--- config.mk ---
export PLATFORM = sky130hd
export DESIGN_NAME = interval_watchdog
export DESIGN_NICKNAME = d
export VERILOG_FILES = /design/src/hw/wdt_pkg.sv /design/src/hw/prescaler.sv /design/src/hw/interval_watchdog.sv
export VERILOG_INCLUDE_DIRS = /design/src /design/src/hw
export SDC_FILE = /design/constraint.sdc
export NUM_CORES = 1
export LEC_CHECK = 0
export BUFFER_PORTS_ARGS = -buffer_cell sky130_fd_sc_hd__buf_2
export CORE_AREA = 2 2 96 98
export CTS_CLUSTER_DIAMETER = 100
export DETAILED_ROUTE_END_ITERATION = 10
export DIE_AREA = 0 0 98 100
export GPL_TIMING_DRIVEN = 0
export PLACE_DENSITY_LB_ADDON = 0.1
export SETUP_SLACK_MARGIN = 0.02
export SYNTH_ARGS = -nofsm -noshare
export SYNTH_HDL_FRONTEND = slang
export SYNTH_SLANG_ARGS = --single-unit
--- constraint.sdc ---
create_clock -name aclk -period 4.7 [get_ports aclk]
set_clock_uncertainty 0.05 [all_clocks]
set_input_delay 0.705 -clock aclk [delete_from_list [all_inputs] [get_ports aclk]]
set_output_delay 0.705 -clock aclk [all_outputs]
set_load 0.01 [all_outputs]
--- src/hw/wdt_consts.svh ---
// Register offsets, field positions, reset values and timing counts
`ifndef WDT_CONSTS_SVH
`define WDT_CONSTS_SVH
`define OFS_BT_MODE 5'h00
`define OFS_BT_COUNT 5'h04
`define OFS_WD_MODE 5'h08
`define OFS_WD_CLEAR 5'h0C
`define OFS_IRQ_STATUS 5'h10
`define OFS_IRQ_MASK 5'h14
`define OFS_CTRL 5'h18
`define BIT_RESTART 3
`define BIT_WD_CLEAR 3
`define BT_MODE_RESET 4'h0
`define WD_MODE_RESET 8'hA5
`define WD_DISABLE_KEY 8'h5A
`define SEL_DIV12 3'h0
`define SEL_DIV9 3'h3
`define SEL_DIV7 3'h5
`define SEL_DIV5 3'h7
`define PRE_W 12
`define STAT_BIT_INTERVAL 0
`define STAT_BIT_WD 1
`define STAB_MS 31.3
`define STAB_FXX_MHZ 4.19
// Stabilisation wait: 31.3 ms at 4.19 MHz equals 2^17 system clocks
`define STAB_CYCLES 32'd131072
`endif

--- src/hw/wdt_pkg.sv ---
// Types shared by the interval timer and watchdog
package wdt_pkg;
    typedef struct packed {
        logic overflow;
        logic wd_reset;
    } timer_events_t;
    typedef enum logic [1:0] {
        ST_STAB,
        ST_RUN
    } run_state_t;
endpackage : wdt_pkg

--- src/hw/prescaler.sv ---
// Prescaler that turns the mode selection into a count-clock tick
`timescale 1ns/1ps
`include "wdt_consts.svh"
module prescaler #(
    parameter int PRE_W = `PRE_W
) (
    // Clock and reset
    input wire logic aclk,
    input wire logic aresetn,
    // Control
    input wire logic restart,
    input wire logic [2:0] sel,
    // Tick
    output logic tick
);
    logic [PRE_W-1:0] div_r;

    function automatic int sel_shift(input logic [2:0] s);
        case (s)
            `SEL_DIV9: sel_shift = 9;
            `SEL_DIV7: sel_shift = 7;
            `SEL_DIV5: sel_shift = 5;
            default: sel_shift = 12;
        endcase
    endfunction : sel_shift

    always_ff @(posedge aclk) begin
        if (!aresetn || restart) begin
            div_r <= '0;
        end else begin
            div_r <= div_r + 1'b1;
        end
    end

    // A tick when the low bits for the selected rate wrap; rate changes apply at once
    always_comb begin
        logic [PRE_W-1:0] m;
        m = '0;
        m = (PRE_W'(1) << sel_shift(sel)) - PRE_W'(1);
        tick = ((div_r & m) == m);
    end
endmodule : prescaler

--- src/hw/interval_watchdog.sv ---
// Interval timer with watchdog and stabilisation hold, AXI4-Lite slave
`timescale 1ns/1ps
`include "wdt_consts.svh"
module interval_watchdog
    import wdt_pkg::*;
#(
    parameter int STAB_CYCLES = `STAB_CYCLES,
    parameter int PRE_W = `PRE_W
) (
    // Clock and reset
    input wire logic aclk,
    input wire logic aresetn,
    // AXI4-Lite write address
    input wire logic [4:0] s_axi_awaddr,
    input wire logic [2:0] s_axi_awprot,
    input wire logic s_axi_awvalid,
    output logic s_axi_awready,
    // AXI4-Lite write data
    input wire logic [31:0] s_axi_wdata,
    input wire logic [3:0] s_axi_wstrb,
    input wire logic s_axi_wvalid,
    output logic s_axi_wready,
    // AXI4-Lite write response
    output logic [1:0] s_axi_bresp,
    output logic s_axi_bvalid,
    input wire logic s_axi_bready,
    // AXI4-Lite read address
    input wire logic [4:0] s_axi_araddr,
    input wire logic [2:0] s_axi_arprot,
    input wire logic s_axi_arvalid,
    output logic s_axi_arready,
    // AXI4-Lite read data
    output logic [31:0] s_axi_rdata,
    output logic [1:0] s_axi_rresp,
    output logic s_axi_rvalid,
    input wire logic s_axi_rready,
    // Power-down state and service
    input wire logic stop_mode,
    input wire logic wait_mode,
    input wire logic stop_release,
    input wire logic irq_ack,
    // System outputs
    output logic irq,
    output logic sys_reset_req,
    output logic cpu_hold
);
    localparam logic [1:0] RESP_OKAY = 2'b00;
    localparam logic [1:0] RESP_SLVERR = 2'b10;

    logic [3:0] bt_mode_r;
    logic [7:0] bt_count_r;
    logic [7:0] wd_mode_r;
    logic [2:0] wd_count_r;
    logic irq_flag_r;
    logic irq_enable_r;
    logic [1:0] status_r;
    logic [1:0] mask_r;
    logic sys_reset_r;
    logic hold_r;
    logic [31:0] stab_cnt_r;
    logic stop_wait_r;
    logic [7:0] wait_cnt_r;
    run_state_t state_r;

    logic aw_held_r;
    logic w_held_r;
    logic [4:0] awaddr_r;
    logic [31:0] wdata_r;
    logic [3:0] wstrb_r;
    logic bvalid_r;
    logic [1:0] bresp_r;
    logic rvalid_r;
    logic [31:0] rdata_r;
    logic [1:0] rresp_r;

    logic tick;
    logic wr_go;
    logic restart;
    logic wd_clear;
    logic wd_enabled;
    timer_events_t ev;

    function automatic logic mapped(input logic [4:0] a);
        case (a)
            `OFS_BT_MODE, `OFS_BT_COUNT, `OFS_WD_MODE, `OFS_WD_CLEAR,
            `OFS_IRQ_STATUS, `OFS_IRQ_MASK, `OFS_CTRL: mapped = 1'b1;
            default: mapped = 1'b0;
        endcase
    endfunction : mapped

    function automatic logic hit(input logic [4:0] a, input logic [4:0] ofs);
        hit = (a == ofs);
    endfunction : hit

    // Write channel: address and data captured independently, in either order
    assign s_axi_awready = !aw_held_r && !bvalid_r;
    assign s_axi_wready = !w_held_r && !bvalid_r;
    assign wr_go = aw_held_r && w_held_r && !bvalid_r;

    always_ff @(posedge aclk) begin
        if (!aresetn) begin
            aw_held_r <= 1'b0;
            awaddr_r <= 5'h00;
        end else if (s_axi_awvalid && s_axi_awready) begin
            aw_held_r <= 1'b1;
            awaddr_r <= s_axi_awaddr;
        end else if (wr_go) begin
            aw_held_r <= 1'b0;
        end
    end

    always_ff @(posedge aclk) begin
        if (!aresetn) begin
            w_held_r <= 1'b0;
            wdata_r <= 32'h0000_0000;
            wstrb_r <= 4'h0;
        end else if (s_axi_wvalid && s_axi_wready) begin
            w_held_r <= 1'b1;
            wdata_r <= s_axi_wdata;
            wstrb_r <= s_axi_wstrb;
        end else if (wr_go) begin
            w_held_r <= 1'b0;
        end
    end

    always_ff @(posedge aclk) begin
        if (!aresetn) begin
            bvalid_r <= 1'b0;
            bresp_r <= RESP_OKAY;
        end else if (wr_go) begin
            bvalid_r <= 1'b1;
            bresp_r <= mapped(awaddr_r) ? RESP_OKAY : RESP_SLVERR;
        end else if (s_axi_bready) begin
            bvalid_r <= 1'b0;
        end
    end
    assign s_axi_bvalid = bvalid_r;
    assign s_axi_bresp = bresp_r;

    // Only the low byte carries register data; writes need lane 0
    assign restart = wr_go && wstrb_r[0] && hit(awaddr_r, `OFS_BT_MODE)
        && wdata_r[`BIT_RESTART];
    assign wd_clear = wr_go && wstrb_r[0] && hit(awaddr_r, `OFS_WD_CLEAR)
        && wdata_r[`BIT_WD_CLEAR];

    // Restart bit is never stored, so it reads back as zero and acts as self-clearing
    always_ff @(posedge aclk) begin
        if (!aresetn) begin
            bt_mode_r <= `BT_MODE_RESET;
        end else if (wr_go && wstrb_r[0] && hit(awaddr_r, `OFS_BT_MODE)) begin
            bt_mode_r <= {1'b0, wdata_r[2:0]};
        end
    end

    always_ff @(posedge aclk) begin
        if (!aresetn) begin
            wd_mode_r <= `WD_MODE_RESET;
        end else if (wr_go && wstrb_r[0] && hit(awaddr_r, `OFS_WD_MODE)) begin
            wd_mode_r <= wdata_r[7:0];
        end
    end
    assign wd_enabled = (wd_mode_r != `WD_DISABLE_KEY);

    always_ff @(posedge aclk) begin
        if (!aresetn) begin
            irq_enable_r <= 1'b0;
            mask_r <= 2'b00;
        end else if (wr_go && wstrb_r[0]) begin
            if (hit(awaddr_r, `OFS_CTRL)) begin
                irq_enable_r <= wdata_r[0];
            end
            if (hit(awaddr_r, `OFS_IRQ_MASK)) begin
                mask_r <= wdata_r[1:0];
            end
        end
    end

    prescaler #(
        .PRE_W(PRE_W)
    ) u_prescaler (
        .aclk(aclk),
        .aresetn(aresetn),
        .restart(restart),
        .sel(bt_mode_r[2:0]),
        .tick(tick)
    );

    // Counter runs until a restart write clears it; reset clears it too, a defined value is harmless
    always_ff @(posedge aclk) begin
        if (!aresetn || restart) begin
            bt_count_r <= 8'h00;
        end else if (tick) begin
            bt_count_r <= bt_count_r + 8'h01;
        end
    end
    assign ev.overflow = tick && (bt_count_r == 8'hFF);

    // Restart wins over set; set wins over the status-write and acknowledge clears
    always_ff @(posedge aclk) begin
        if (!aresetn || restart) begin
            irq_flag_r <= 1'b0;
        end else if (ev.overflow) begin
            irq_flag_r <= 1'b1;
        end else if (irq_ack || (wr_go && wstrb_r[0] && hit(awaddr_r, `OFS_IRQ_STATUS)
                && wdata_r[`STAT_BIT_INTERVAL])) begin
            irq_flag_r <= 1'b0;
        end
    end

    // Overflow-driven watchdog: eight wraps of the interval counter
    always_ff @(posedge aclk) begin
        if (!aresetn || stop_mode || wait_mode || wd_clear) begin
            wd_count_r <= 3'h0;
        end else if (ev.overflow) begin
            wd_count_r <= wd_count_r + 3'h1;
        end
    end
    assign ev.wd_reset = ev.overflow && (wd_count_r == 3'h7) && wd_enabled
        && !stop_mode && !wait_mode && !wd_clear;

    always_ff @(posedge aclk) begin
        if (!aresetn) begin
            sys_reset_r <= 1'b0;
        end else begin
            sys_reset_r <= ev.wd_reset;
        end
    end
    assign sys_reset_req = sys_reset_r;

    always_ff @(posedge aclk) begin
        if (!aresetn) begin
            status_r <= 2'b00;
        end else begin
            status_r <= (status_r & ~(wr_go && wstrb_r[0] && hit(awaddr_r, `OFS_IRQ_STATUS)
                ? wdata_r[1:0] : 2'b00)) | {ev.wd_reset, ev.overflow};
        end
    end
    assign irq = (|(status_r & mask_r)) || (irq_flag_r && irq_enable_r);

    // Power-on hold, then stop-release hold of 256 ticks
    always_ff @(posedge aclk) begin
        if (!aresetn) begin
            state_r <= ST_STAB;
            stab_cnt_r <= 32'h0000_0000;
            hold_r <= 1'b1;
        end else begin
            case (state_r)
                ST_STAB: begin
                    if (stab_cnt_r >= 32'(STAB_CYCLES - 1)) begin
                        state_r <= ST_RUN;
                        hold_r <= 1'b0;
                    end else begin
                        stab_cnt_r <= stab_cnt_r + 32'h0000_0001;
                    end
                end
                ST_RUN: begin
                    hold_r <= stop_wait_r || stop_release;
                end
                default: begin
                    state_r <= ST_STAB;
                end
            endcase
        end
    end
    assign cpu_hold = hold_r;

    // Wait time counts 256 ticks of the selected rate, as the interval does
    always_ff @(posedge aclk) begin
        if (!aresetn) begin
            stop_wait_r <= 1'b0;
            wait_cnt_r <= 8'h00;
        end else if (stop_release) begin
            stop_wait_r <= 1'b1;
            wait_cnt_r <= 8'h00;
        end else if (stop_wait_r && tick) begin
            wait_cnt_r <= wait_cnt_r + 8'h01;
            if (wait_cnt_r == 8'hFF) begin
                stop_wait_r <= 1'b0;
            end
        end
    end

    // Read channel: one read at a time, answer one cycle after acceptance
    assign s_axi_arready = !rvalid_r;
    always_ff @(posedge aclk) begin
        if (!aresetn) begin
            rvalid_r <= 1'b0;
            rdata_r <= 32'h0000_0000;
            rresp_r <= RESP_OKAY;
        end else if (s_axi_arvalid && s_axi_arready) begin
            rvalid_r <= 1'b1;
            rresp_r <= mapped(s_axi_araddr) ? RESP_OKAY : RESP_SLVERR;
            case (s_axi_araddr)
                `OFS_BT_COUNT: rdata_r <= {24'h000000, bt_count_r};
                `OFS_IRQ_STATUS: rdata_r <= {30'h00000000, status_r};
                `OFS_IRQ_MASK: rdata_r <= {30'h00000000, mask_r};
                `OFS_CTRL: rdata_r <= {28'h0000000, wd_count_r, irq_flag_r};
                default: rdata_r <= 32'h0000_0000;
            endcase
        end else if (s_axi_rready) begin
            rvalid_r <= 1'b0;
        end
    end
    assign s_axi_rvalid = rvalid_r;
    assign s_axi_rdata = rdata_r;
    assign s_axi_rresp = rresp_r;
endmodule : interval_watchdog

==> results <==
- The flow ran to the end, and the final reports show no timing, DRC or antenna violations.
- The clock latency of the later-clocked register in the worst-skew pair is 0.37 ns.
- The signal on the critical path passes through nand2_1 -> ha_1 -> nor2_1 -> or3_1 -> or4_1 -> buf_2 -> buf_6 -> buf_2 -> o311ai_0 -> nand2_1.
- The first detailed-routing pass took 5 iterations.
- The routed layout has 4202 vias.
- The count of hold buffers inserted by post-cts repair is 0.
- The residual DRC count is 0.
- In the global route stage, overall resource usage came out at 0.225.
- The length in cells of the worst reg-to-reg path is 10.
- Of the synthesized area, sequential elements account for 0.445.
- For the pin with the worst max-slew slack, the measured transition is around 1.2 ns.
- Counting along the longest clock path gives a buffer depth of 2.
- The via count of the first global-routing pass is 3933.
- The placed instance count is about 750.
- STA puts the critical path data arrival time at 3.09 ns.
- The total setup buffers inserted after CTS is 0.
- The required time of the critical path is 4.91 ns.
- The pin count of the biggest net entering global routing is 19.
- Measured along the y axis, the die boundary spans 100 um.
- The final worst-path cycle share is 0.614.
- The wire length of the first global-routing pass is 18.2 mm.
- The maximum clock frequency is 346 MHz.
- The share of async-settable or async-resettable flops after synthesis is 0.
- The final hold violation count is 0.
- The commonest non-fill, non-tap cell in the layout is sky130_fd_sc_hd__dfxtp_1.
- The region available for standard cell placement spans 8890 um^2.
- Clock-pin slew was measured on the worst setup and hold paths at about 0.10 ns.
- The H-tree generated during clock tree synthesis spans 3 levels.
- The final critical path time including I/O delays and setup is between 2 and 3 ns.
- The detailed-route vias per instance is 5.52.
- The library cells used most frequently in the layout, excluding fill and tap cells, are sky130_fd_sc_hd__dfxtp_1, sky130_fd_sc_hd__nand2_1, sky130_fd_sc_hd__buf_2, sky130_fd_sc_hd__nor2_1, sky130_fd_sc_hd__nand3_1.
- Across all hold checks on the routed design, the worst slack comes to about 0.4 ns.
- The startpoint kind of the worst setup timing path is a register.
- The count of nets after finishing is 716.
- The tree is rooted in a sky130_fd_sc_hd__clkbuf_8.
- After floorplanning, the core was divided into 35 placement rows.
- The path type of the worst min-delay path is reg2reg.
- Among all stages on the critical path, the largest delay is contributed by sky130_fd_sc_hd__or4_1.
- Of the total synthesized cell area, the portion taken by AND, OR, NAND and NOR gates is 0.250.
- The worst slew slack as a fraction of its limit is 0.220.
- The antenna diode count is 0.
- In this run, synthesis inferred 0 flip-flops with an integrated enable.
- The power per cell area is 312 nW/um^2.
- The number of distinct standard cells referenced by the synthesized netlist is 51.
- In this run the critical register-to-register path is launched from bt_mode_r[0].
- The number of design-rule violations left by the first detailed-router iteration is 176.
- The number of clock sinks is 112.
- about 110 I/O pins were placed.
- The gate count after technology mapping is 563.
- In the final routed layout, each cell accounts on average for between 10 and 15 um.
- The number of pins with negative max-slew slack in the final report came to 0.
- Summed over all cells, the static leakage comes to approximately 2.2 nW.
- Of all cell types, the one taking the most synthesized area is sky130_fd_sc_hd__dfxtp_1.
- The die boundary width is around 98 um.
- The die covers about 9800 um^2.
- The worst-path maximum fanout is 10.
- The post-synthesis mux area share is 0.0437.
- By startpoint and endpoint, the worst setup path is classified as reg2reg.
- The maximum vdd ir drop is between 150 and 200 uV.
- The clock tree from TritonCTS is built.
- Once placement finished, the instance area stood at 5510 um^2.
- The final core utilization is 0.647.
- With fillers left out, the area of the finished cells amounts to 5750 um^2.
- The overflow left after global routing is 0.
- Of the total synthesized cell area, the portion taken by XOR and XNOR cells is 0.0243.
- The startpoint of the most critical setup path is bt_mode_r[0].
- The endpoint identified for the worst register-to-register timing path is stop_wait_r.
- The cell type group with the largest total delay on the critical path is simple AND/OR/NAND/NOR gates.
- OpenSTA, run right after detailed placement, puts the worst setup slack at 1.87 ns.
- The congestion estimate from routability-driven global placement came to 0.855.
- In this run the cell area of the synthesized design comes to 5040 um^2.
- For this run, the number of Yosys warnings is 0.
- In this run the mean area of a mapped cell was 8.95 um^2.
- The count of nets left with antenna violations once routing finished came out at 0.
- From synthesis to final layout, the design area changed by 14.1%.
- The count of cells along the worst hold path is 1.
- The count of instances resized after the clock tree is built is 0.
- The finished layout holds approximately 760 standard cells, fillers aside.
- The worst path meets setup with 1.81 ns of slack.
- The biggest cell delay along the critical path is 0.52 ns.
- For hold timing, the worst endpoint is stab_cnt_r[22].
- After synthesis, the cell types taking the most area are sky130_fd_sc_hd__dfxtp_1, sky130_fd_sc_hd__nand2_1, sky130_fd_sc_hd__mux2i_1.
- The HPWL after detailed placement is 7.72 mm.
- The critical path capture point type is a register.
- After synthesis the netlist holds a flip-flop and latch count of 112.
- Setup repair after global routing left no endpoint under its margin.
- The startpoint of the most critical hold path is stab_cnt_r[22].
- The effective utilization at floorplan is 0.567.
- The total length of routed wires is approximately 11 mm.
- The synthesized-area fraction occupied by ao, oa, aoi and oai cells is 0.147.
- The total power draw is 1.80 mW.
- In the final layout, the share of cells above drive strength 1 is 0.148.
- The area fraction of the dominant cell type after synthesis is 0.445.
- Port buffering added 46 buffers.
- The number of antenna violations at the first check in global routing is 0.
- Counting both buffers and inverters, the worst setup path holds a total of 3.
- For this run, the leading register cell type out of synthesis is sky130_fd_sc_hd__dfxtp_1.
- Buffers inserted during clock tree synthesis total 9.
- The worst reg-to-reg setup slack is 1.81 ns.
- The setup total negative slack is 0 ns.
- Of the total synthesized cell area, the portion taken by full adders, half adders and majority gates is 0.0199.
- The number of max-capacitance violations reported is 0.
- Setup violations remaining at the end of the flow were counted as 0.
- By area, the combinational part of the netlist is dominated by simple AND/OR/NAND/NOR gates.
logic make-up after synthesis:
logic type | after synthesis
mux | 22
flops | 112
other cells | 1
simple gates | 233
xor+xnor | 14
compound gates | 110
buf+inv | 63
fa+ha+maj | 8
cell usage after synthesis (2+ instances only):
library cell / number
sky130_fd_sc_hd__inv_1: 12
sky130_fd_sc_hd__a21boi_0: 21
sky130_fd_sc_hd__nand2b_1: 8
sky130_fd_sc_hd__or3_1: 8
sky130_fd_sc_hd__clkbuf_1: 19
sky130_fd_sc_hd__xnor2_1: 4
sky130_fd_sc_hd__and2_1: 22
sky130_fd_sc_hd__nor4_1: 8
sky130_fd_sc_hd__o31ai_1: 15
sky130_fd_sc_hd__nand2_1: 59
sky130_fd_sc_hd__mux2i_1: 22
sky130_fd_sc_hd__and3_1: 8
sky130_fd_sc_hd__o41ai_1: 2
sky130_fd_sc_hd__and4_1: 5
sky130_fd_sc_hd__xor2_1: 10
sky130_fd_sc_hd__o311ai_0: 3
sky130_fd_sc_hd__o21a_1: 6
sky130_fd_sc_hd__nand3_1: 27
sky130_fd_sc_hd__dfxtp_1: 112
sky130_fd_sc_hd__nand3b_1: 4
sky130_fd_sc_hd__buf_2: 4
sky130_fd_sc_hd__nor3b_1: 3
sky130_fd_sc_hd__a21o_1: 2
sky130_fd_sc_hd__buf_4: 26
sky130_fd_sc_hd__nor2b_1: 19
sky130_fd_sc_hd__nor2_1: 27
sky130_fd_sc_hd__or4bb_1: 2
sky130_fd_sc_hd__o211ai_1: 4
sky130_fd_sc_hd__nand4_1: 9
sky130_fd_sc_hd__ha_1: 8
sky130_fd_sc_hd__a311oi_1: 2
sky130_fd_sc_hd__o21ai_0: 19
sky130_fd_sc_hd__a221oi_1: 4
sky130_fd_sc_hd__nor3_1: 5
sky130_fd_sc_hd__a21oi_1: 25
sky130_fd_sc_hd__or4_1: 14
worst max-delay path by stage:
| stage | depth (start not counted) | slack, ns | to |
|---|---|---|---|
| after global routing | 10 | 1.62 | stop_wait_r |
| final | 10 | 1.81 | stop_wait_r |
| after detailed placement | 10 | 1.87 | stop_wait_r |
| after CTS | 10 | 1.82 | stop_wait_r |
| after global placement | 10 | 1.89 | stop_wait_r |
| after floorplan | 10 | 2.09 | stop_wait_r |
flip-flops by register name (all words and copies together), names as in the netlist, 2 cells and up:
signal	count
stab_cnt_r	32
mask_r	2
wd_count_r	3
wdata_r	8
status_r	2
awaddr_r	5
bt_mode_r	3
bt_count_r	8
s_axi_rdata	8
wd_mode_r	8
u_prescaler.div_r	12
wait_cnt_r	8
per-layer routing:
layer / vias to the layer above / part of all wire / track usage / wire length [um]
met4: 0 / 0.018 / 0.0929 / 194
li1: 2119 / - / - / -
met1: 1969 / 0.47 / 0.295 / 5070
met2: 96 / 0.47 / 0.377 / 5120
met3: 18 / 0.037 / 0.0313 / 399
met5: - / 0 / 0 / 0
report_power, final:
group,internal (mW),total (mW),switching [mW],leakage [nW]
registers,0.967,0.986,0.0191,0.907
clock network,0.355,0.680,0.325,0.116
logic,0.0562,0.129,0.0731,1.21
total,1.38,1.80,0.417,2.24
final cells by class:
class                           count  area [um^2]
Buffer                             51          302
Clock buffer                        9          124
Clock inverter                      7          119
Fill cell                         796         3140
Inverter                           12         45.0
Multi-Input combinational cell    413         2550
Sequential cell                   112         2240
Tap cell                          111          139
Timing Repair Buffer               46          230
(Power assumes the default switching activity.)
